`src/hw/pgsma_pkg.sv`:
```
// Constants for the gigabit status and MMD indirect access register bank
package pgsma_pkg;

	// Register offsets
	localparam logic [4:0]  ADDR_GIG_STATUS  = 5'h0A;
	localparam logic [4:0]  ADDR_MMD_CTRL    = 5'h0D;
	localparam logic [4:0]  ADDR_MMD_DATA    = 5'h0E;
	localparam logic [4:0]  ADDR_EXT_STATUS  = 5'h0F;
	localparam logic [4:0]  ADDR_FE_STATUS   = 5'h10;

	// Access control fields
	localparam int          MMD_FUNC_MSB     = 15;
	localparam int          MMD_FUNC_LSB     = 14;
	localparam int          MMD_DEV_MSB      = 4;
	localparam int          MMD_DEV_LSB      = 0;

	// Access function codes
	localparam logic [1:0]  FN_ADDRESS       = 2'h0;
	localparam logic [1:0]  FN_DATA          = 2'h1;
	localparam logic [1:0]  FN_DATA_INC_RW   = 2'h2;
	localparam logic [1:0]  FN_DATA_INC_WR   = 2'h3;

	// Reset values and idle counter ceiling
	localparam logic [1:0]  MMD_FUNC_RESET   = 2'h0;
	localparam logic [4:0]  MMD_DEV_RESET    = 5'h00;
	localparam logic [15:0] MMD_DATA_RESET   = 16'h0000;
	localparam logic [7:0]  IDLE_CNT_RESET   = 8'h00;
	localparam logic [7:0]  IDLE_CNT_MAX     = 8'hFF;
	localparam logic [15:0] RD_DATA_RESET    = 16'h0000;

	// Fixed extended ability word: 1000BASE-T full and half only
	localparam logic [15:0] EXT_STATUS_VALUE = 16'h3000;

	// Number of read-cleared fast Ethernet event flags
	localparam int          FE_EVENTS        = 6;

endpackage

```
`src/hw/pgsma_regs.sv`:
```
// Gigabit status, extended ability, fast Ethernet status and MMD window registers
//
// Contract
// - Master/slave fault latches high until read
// - Bit 14 shows resolved master role
// - Bit 13 shows local receiver OK
// - Bit 12 shows remote receiver OK
// - Bits 11:10 show partner gigabit abilities
// - Idle error count, cleared on read
// - Function field selects address or data
// - Post-increment on reads+writes or writes only
// - Five-bit device address, read/write, reset zero
// - Address/data register: pointer or data
// - Extended status bits 13:12 read one
// - Extended status bits 15:14 read zero
// - Bit 15 live descrambler lock
// - Lock error flag cleared by read
// - Link-disconnect flag cleared by read
// - Bit 12 live link status
// - Receive/transmit error flags cleared by read
// - Delimiter error flags cleared by read
//
// Design decision made here: the plain strobed port.
`timescale 1ns/1ns
module pgsma_regs
	import pgsma_pkg::*;
(
	input  wire logic        clock,
	input  wire logic        rst_n,
	input  wire logic [4:0]  regAddr,
	input  wire logic [15:0] regWrData,
	input  wire logic        regWrite,
	input  wire logic        regRead,
	output logic      [15:0] regRdData,
	input  wire logic        msFaultEvent,
	input  wire logic        msResolvedMaster,
	input  wire logic        localRxOk,
	input  wire logic        remoteRxOk,
	input  wire logic        partnerFullDuplex,
	input  wire logic        partnerHalfDuplex,
	input  wire logic        idleErrorEvent,
	input  wire logic        descramblerLocked,
	input  wire logic        lockErrorEvent,
	input  wire logic        linkDisconnectEvent,
	input  wire logic        linkUp,
	input  wire logic        rxErrorEvent,
	input  wire logic        txErrorEvent,
	input  wire logic        startDelimErrorEvent,
	input  wire logic        endDelimErrorEvent,
	input  wire logic [15:0] mmdReadData,
	output logic      [4:0]  mmdDevice,
	output logic      [15:0] mmdPointer,
	output logic             mmdWrite,
	output logic      [15:0] mmdWriteAddr,
	output logic      [15:0] mmdWriteData,
	output logic             mmdRead,
	output logic      [15:0] mmdReadAddr
);

	logic [1:0]            mmdFunction;
	logic                  msFault;
	logic [7:0]            idleCount;
	logic [FE_EVENTS-1:0]  feSticky;

	wire                   hitGig  = (regAddr == ADDR_GIG_STATUS);
	wire                   hitCtrl = (regAddr == ADDR_MMD_CTRL);
	wire                   hitData = (regAddr == ADDR_MMD_DATA);
	wire                   hitExt  = (regAddr == ADDR_EXT_STATUS);
	wire                   hitFe   = (regAddr == ADDR_FE_STATUS);
	wire                   rdGig   = regRead & hitGig;
	wire                   rdFe    = regRead & hitFe;
	wire                   wrCtrl  = regWrite & hitCtrl;

	wire                   isAddrFn  = (mmdFunction == FN_ADDRESS);
	wire                   incOnWr   = (mmdFunction == FN_DATA_INC_RW) |
	                                   (mmdFunction == FN_DATA_INC_WR);
	wire                   incOnRd   = (mmdFunction == FN_DATA_INC_RW);
	wire                   wrPointer = regWrite & hitData & isAddrFn;
	wire                   dataWr    = regWrite & hitData & ~isAddrFn;
	wire                   dataRd    = regRead & hitData & ~isAddrFn;

	wire                   bump = (dataWr & incOnWr) | (dataRd & incOnRd);
	wire [15:0]            next_mmdPointer = wrPointer ? regWrData :
	                                         bump ? mmdPointer + 16'h0001 : mmdPointer;

	wire                   next_msFault = msFaultEvent | (msFault & ~rdGig);

	wire [7:0]             idleInc = (idleCount == IDLE_CNT_MAX) ? idleCount :
	                                 idleCount + 8'h01;
	wire [7:0]             idleBase = rdGig ? IDLE_CNT_RESET : idleCount;
	wire [7:0]             next_idleCount = idleErrorEvent ?
	                                        (rdGig ? 8'h01 : idleInc) : idleBase;

	wire [FE_EVENTS-1:0]   feEvent = {lockErrorEvent, linkDisconnectEvent, rxErrorEvent,
	                                  txErrorEvent, startDelimErrorEvent, endDelimErrorEvent};
	wire [FE_EVENTS-1:0]   next_feSticky;

	// sticky per event, set beats clear
	genvar i;
	generate
		for (i = 0; i < FE_EVENTS; i++) begin : g_fe
			assign next_feSticky[i] = feEvent[i] | (feSticky[i] & ~rdFe);
		end
	endgenerate

	wire [15:0]            gigValue = {msFault, msResolvedMaster, localRxOk, remoteRxOk,
	                                   partnerFullDuplex, partnerHalfDuplex, 2'h0, idleCount};
	wire [15:0]            ctrlValue = {mmdFunction, 9'h000, mmdDevice};
	wire [15:0]            dataValue = isAddrFn ? mmdPointer : mmdReadData;
	wire [15:0]            feValue = {descramblerLocked, feSticky[5:4], linkUp,
	                                  feSticky[3:0], 8'h00};
	wire [15:0]            readMux = hitGig  ? gigValue :
	                                 hitCtrl ? ctrlValue :
	                                 hitData ? dataValue :
	                                 hitExt  ? EXT_STATUS_VALUE :
	                                 hitFe   ? feValue : 16'h0000;
	wire [15:0]            next_regRdData = regRead ? readMux : RD_DATA_RESET;

	// Read value captured before the clear lands on the same edge
	always_ff @(posedge clock or negedge rst_n) begin
		if (!rst_n) begin
			regRdData <= RD_DATA_RESET;
			msFault   <= 1'b0;
			idleCount <= IDLE_CNT_RESET;
			feSticky  <= '0;
		end else begin
			regRdData <= next_regRdData;
			msFault   <= next_msFault;
			idleCount <= next_idleCount;
			feSticky  <= next_feSticky;
		end
	end

	always_ff @(posedge clock or negedge rst_n) begin
		if (!rst_n) begin
			mmdFunction <= MMD_FUNC_RESET;
			mmdDevice   <= MMD_DEV_RESET;
		end else if (wrCtrl) begin
			mmdFunction <= regWrData[MMD_FUNC_MSB:MMD_FUNC_LSB];
			mmdDevice   <= regWrData[MMD_DEV_MSB:MMD_DEV_LSB];
		end
	end

	// Access address kept apart from pointer, which may already have moved
	always_ff @(posedge clock or negedge rst_n) begin
		if (!rst_n) begin
			mmdPointer   <= MMD_DATA_RESET;
			mmdWrite     <= 1'b0;
			mmdWriteAddr <= MMD_DATA_RESET;
			mmdWriteData <= MMD_DATA_RESET;
			mmdRead      <= 1'b0;
			mmdReadAddr  <= MMD_DATA_RESET;
		end else begin
			mmdPointer <= next_mmdPointer;
			mmdWrite   <= dataWr;
			mmdRead    <= dataRd;
			if (dataWr) begin
				mmdWriteAddr <= mmdPointer;
				mmdWriteData <= regWrData;
			end
			if (dataRd) begin
				mmdReadAddr <= mmdPointer;
			end
		end
	end

endmodule

```
`config.mk`:
```
export PLATFORM = sky130hd
export DESIGN_NAME = pgsma_regs
export DESIGN_NICKNAME = d
export VERILOG_FILES = /design/src/hw/pgsma_pkg.sv /design/src/hw/pgsma_regs.sv
export SDC_FILE = /design/constraint.sdc
export NUM_CORES = 1
export LEC_CHECK = 0
export BUFFER_PORTS_ARGS = -buffer_cell sky130_fd_sc_hd__clkbuf_2
export CAP_MARGIN = 30
export CORE_ASPECT_RATIO = 0.5
export CORE_MARGIN = 2
export CORE_UTILIZATION = 53
export CTS_BUF_LIST = sky130_fd_sc_hd__clkbuf_4 sky130_fd_sc_hd__clkbuf_8
export DETAILED_ROUTE_END_ITERATION = 8
export GPL_TIMING_DRIVEN = 0
export PLACE_DENSITY = 0.85
export SYNTH_ARGS = -nofsm -noshare
export SYNTH_HDL_FRONTEND = slang
export SYNTH_SLANG_ARGS = --single-unit
```
`constraint.sdc`:
```
create_clock -name clock -period 2.3 [get_ports clock]
set_clock_uncertainty 0.2 [all_clocks]
set_input_delay 0.115 -clock clock [delete_from_list [all_inputs] [get_ports clock]]
set_output_delay 0.115 -clock clock [all_outputs]
set_load 0.03 [all_outputs]
```
After elaboration in Yosys (flattened, before gate mapping)
Index checks and enable logic that the tools add are counted.

storage, ports and cells
  bits in latches = 0
  memories kept = 0
  bits in read-only memories = 0
  logic and storage cells = 69
  flip-flop bits (word level) = 104
  memory bits (writable) = 0
  input port bits = 56

cells by class
  divide/modulo/power cells = 0
  reductions and logical operators = 4
  multiply operators = 0
  eq/ne operators = 9
  add/subtract/negate cells = 2
  shifts and indexed selects = 0
  $lt $le $gt $ge = 0
  mux-type cells = 13
  bitwise logic cells = 29

operators with widths
  cell                   count
  $mux 16                9
  $mux 8                 4
  $eq 5x4->1 const B     4
  $and 1x1->1            17
  $add 16x1->16 const B  1
  $or 1x1->1             9
  $add 8x1->8 const B    1
  $eq 8x8->1 const B     1
  $eq 5x5->1 const B     1
  $eq 2x2->1 const B     2
  $reduce_bool 2->1      2
  $not 1->1              3
  $logic_not 2->1        1
  $ne 2x2->1 const B     1
  $reduce_and 2->1       1

Logic depth before layout (Yosys ltp)
  depth in word-level cells = 7
  depth in mapped cells = 6
  depth with buffers taken out = 5

Worst setup path after synthesis
No wires, ideal clock.

  path kind = register -> register
  start point = register mmdPointer[0]
  end point = register mmdPointer[10]
  buffers on the path = 0
  required time = 2.018 ns
  cell stages (with the launch flop) = 6
  data arrival time = 1.902 ns
  path slack = 0.116 ns
  library setup time = 0.082 ns
  path through = dfrtp_1 ha_1 nand3_1 or3_1 or4_1 a31oi_1

between the ends
  longest elaborated chain between the ends = 3

ends and longest elaborated chain
  what                    line               source
  start, declared         pgsma_regs.sv:52   output logic [15:0] mmdPointer,
  start signal, assigned  pgsma_regs.sv:154  mmdPointer <= next_mmdPointer;
  $add 16x1->16           pgsma_regs.sv:84   bump ? mmdPointer + 16'h0001 : mmdPointer;
  $mux 16                 pgsma_regs.sv:84
  $mux 16                 pgsma_regs.sv:83   wire [15:0] next_mmdPointer = wrPointer ? regWrData :

Every way passes these cells. The select of a mux whose other input is x is not followed.
A chain may end at the register's enable or synchronous reset.

Worst setup path in the final report
  start point = input regAddr[0]
  end point = register regRdData[6]

between the ends
  longest elaborated chain between the ends = 6
  elaborated cells between the ends (all ways) = 9
  classes of those cells = eq/ne (4); mux (5)

ends and longest elaborated chain
  what                   line               source
  start, declared        pgsma_regs.sv:30   input wire logic [4:0] regAddr,
  $eq 5x4->1             pgsma_regs.sv:68   wire hitExt = (regAddr == ADDR_EXT_STATUS);
  $mux 16                pgsma_regs.sv:115  hitExt ? EXT_STATUS_VALUE :
  $mux 16                pgsma_regs.sv:114  hitData ? dataValue :
  $mux 16                pgsma_regs.sv:113  hitCtrl ? ctrlValue :
  $mux 16 *              pgsma_regs.sv:112  wire [15:0] readMux = hitGig ? gigValue :
  $mux 16 *              pgsma_regs.sv:117  wire [15:0] next_regRdData = regRead ? readMux : RD_DATA_RESET;
  net next_regRdData[6]  pgsma_regs.sv:117
  end signal, assigned   pgsma_regs.sv:127  regRdData <= next_regRdData;
  end, declared          pgsma_regs.sv:34   output logic [15:0] regRdData,

Mark *: on every way through the listed nets, which the timed path passes. The rest lies on a longest branch.

==> flow_summary.json <==
{
  "ys_types": 55,
  "ir_worst_vdd_uv": 583,
  "critPathBufInv": 3,
  "grt_max_degree": 64,
  "outcome": "completed",
  "worstPathMaxFanout": 10,
  "rows": 24,
  "synthCells": 412,
  "worst_slew_pin_slew_ns": 0.863,
  "root_buffer": "clkbuf_8",
  "cts.sinks": 104,
  "fmax_ghz": 0.446,
  "drc": 0,
  "cts_buffer_depth": 2,
  "grt.total_usage_pct": 29.0,
  "synthFlopType": "dfrtp_1",
  "powerDensity_nw_per_um2": 769,
  "drv_slew": 0,
  "nets": 675,
  "cpPeakStageDelay_ns": 0.56,
  "die_x_um": 138,
  "arrival_ns": 2.33,
  "setup.worst_path.start_class": "input pin",
  "drtAntennaViolNets": 0,
  "design.die.area_um2": 9810,
  "syn-num-nets": 470,
  "slew_headroom_pct": 42.4,
  "synth-xor-area-share_pct": 0.368,
  "min_period_over_period_pct": 97.5,
  "dp.final_hpwl_um": 9340,
  "worst-setup-path-type": "input pin to flip-flop",
  "dr.pass1.iters": 6,
  "synth_compound_area_share_pct": 12.7,
  "crit_required_ns": 2.38,
  "fin_crit_ns": 2.24,
  "cts_tree": "built",
  "path_delay_family": "buffers and inverters",
  "cts.clk_slew.worst_paths_ns": 0.10,
  "rsz0062_at_grt": "yes",
  "fin_ws_ns": 0.0569,
  "hold_path.class": "input pin to flip-flop",
  "first_global_vias": 4339,
  "p_total_mw": 4.94,
  "crit_chain": "dlygate4sd3_1 > clkbuf_2 > nand2b_1 > nor2_4 > clkbuf_1 > nand2_1 > o21ai_0",
  "yosys-top-cells-area": "dfrtp_1 (55%), mux2_2 (14%), nand2_1 (2.4%)",
  "dr_total_vias": 4379,
  "syn2layout_area_growth_pct": 34.7,
  "postSynthRegisterBits": 104,
  "pre_cts_ws_ns": -0.0845,
  "die_y_um": 71.0,
  "yosys-top-cells-count": "dfrtp_1 (104), mux2_2 (61), nand2_1 (31)",
  "yosysTopAreaCellShare_pct": 54.6,
  "yosys_warnings": 0,
  "power_leakage_nw": 3.15,
  "grt_pass1_wl_um": 22400,
  "n_antenna_cell": 0,
  "critPathCaptureType": "flip-flop",
  "yosysMostFrequentCell": "dfrtp_1",
  "dp_cells": 671,
  "synth-simple-area-share_pct": 13.0,
  "synth_edf_count": 0,
  "gp_congestion": 0.864,
  "avgSynthCellArea_um2": 11.6,
  "synth_top_family_by_area": "multiplexers",
  "yosysTopAreaCell": "dfrtp_1",
  "wl_um": 14400,
  "cp_slowest_cell": "dlygate4sd3_1",
  "yosysSeqAreaShare_pct": 54.6,
  "core_area_um2": 8710,
  "io_pins": 143,
  "start_util_pct": 54.7,
  "grt-ovfl-total": 0,
  "initialDrtViolationCount": 634,
  "finalSetupViolations": 0,
  "htreeDepth": 3,
  "synthMuxAreaShare_pct": 16.1,
  "synthArstFlopShare_pct": 100,
  "n_fill_cell": 566,
  "clk_latency_ns": 0.39,
  "via_per_inst": 5.93,
  "holdWs_ns": 0.0166,
  "antenna_found_initial": 0,
  "finalHoldViolations": 0,
  "cap_violations": 0,
  "drive_above_1_share_pct": 39.4,
  "wl_per_cell_um": 19.4,
  "synth_area_um2": 4760,
  "fin_cells": 739,
  "numCtsBuffers": 9,
  "synthAdderAreaFrac_pct": 0.525,
  "port-buffer-count": 140
}
final timing paths:
check | startpoint | end | slack, ns | cells after the start
min reg2reg | mmdWriteAddr[3]$_DFFE_PN0P_ | mmdWriteAddr[3]$_DFFE_PN0P_ | 0.30 | 1
min | descramblerLocked | regRdData[15]$_DFF_PN0_ | 0.02 | 3
max in group asynchronous | rst_n | mmdPointer[1]$_DFFE_PN0P_ | 0.95 | 3
max | regAddr[0] | regRdData[6]$_DFF_PN0_ | 0.06 | 7
max reg2reg | mmdFunction[0]$_DFFE_PN0P_ | mmdWriteData[10]$_DFFE_PN0P_ | 0.06 | 6
min in group asynchronous | rst_n | mmdWriteData[5]$_DFFE_PN0P_ | 0.22 | 2
tightest hold or removal path: cells and delay by family:
family,cells,cell delay (ns)
compound gates,2,0.36
buf+inv,1,0.10
area by class of cell:
type                       count  area (um2)  share of cell area (%)
buffer                        19        95.1                    1.48
clock buffer                   9         124                    1.93
clock inverter                 7        63.8                   0.994
inverter                      11        41.3                   0.643
multi-input combinational    277        2090                    32.6
sequential                   104        2610                    40.6
tap                          117         146                    2.28
timing repair buffer         195        1250                    19.5
cell families after synthesis:
family	after synthesis
buf+inv	31
fa+ha+maj	2
flops	104
simple gates	115
compound gates	89
xor+xnor	2
mux	69
stage by stage:
step / util [%] / setup TNS (ns) / cell area [um2]
global placement: 64.4 / -45.04 / 5610
detailed placement: 64.8 / -1.80 / 5640
CTS: 72.9 / 0 / 6350
finish: 73.7 / 0 / 6420
floorplan: - / 0 / 4760
global route: 73.7 / -0.0891 / 6420
state kept, by name, indices dropped and copies added, names as in the netlist:
name and flops:
mmdWriteAddr 16, mmdReadAddr 16, mmdRead 1, msFault 1
mmdWriteData 16, mmdFunction 2, mmdDevice 5, idleCount 8
mmdWrite 1, mmdPointer 16, feSticky 6, regRdData 16
timing repair:
action                                 CTS  global route
setup endpoints to repair               37            44
endpoints found under the hold margin  127             0
pin swaps                                0             1
hold buffers                            51             0
setup buffers                            0             2
resized for setup                        4            17
report_power, final:
part           internal [mW]  leakage, nW  switching [mW]
Sequential              2.08         1.34           0.289
Clock                  0.414       0.0895           0.691
Combinational          0.529         1.72           0.939
Total                   3.02         3.15            1.92
routing by layer:
layer,routed length [um],track usage [%],part of all wire [%],vias up
li1,-,-,-,1929
met1,5930,38.5,41,2174
met2,6890,47.4,48,235
met3,1230,7.85,8.6,41
met4,300,9.41,2.1,0
met5,0,0,0,-
cells in the final DEF, fill, tap and decap left out, types with 3 or more instances in the layout:
cell type	count
a211oi_1	3
a21o_1	6
a21oi_1	12
a22oi_1	15
a31oi_1	5
and2_1	3
and3_1	4
buf_2	6
buf_4	4
clkbuf_1	9
clkbuf_2	141
clkbuf_8	9
clkinv_4	3
dfrtp_1	102
dlygate4sd3_1	51
inv_1	11
mux2_2	61
mux2i_1	7
nand2_1	31
nand2b_1	3
nand3_1	13
nand3b_1	3
nor2_1	17
nor3_1	4
nor4_1	7
o211ai_1	3
o21ai_0	21
o31ai_1	7
or3_1	4
or4_1	7
(Power assumes the default switching activity.)
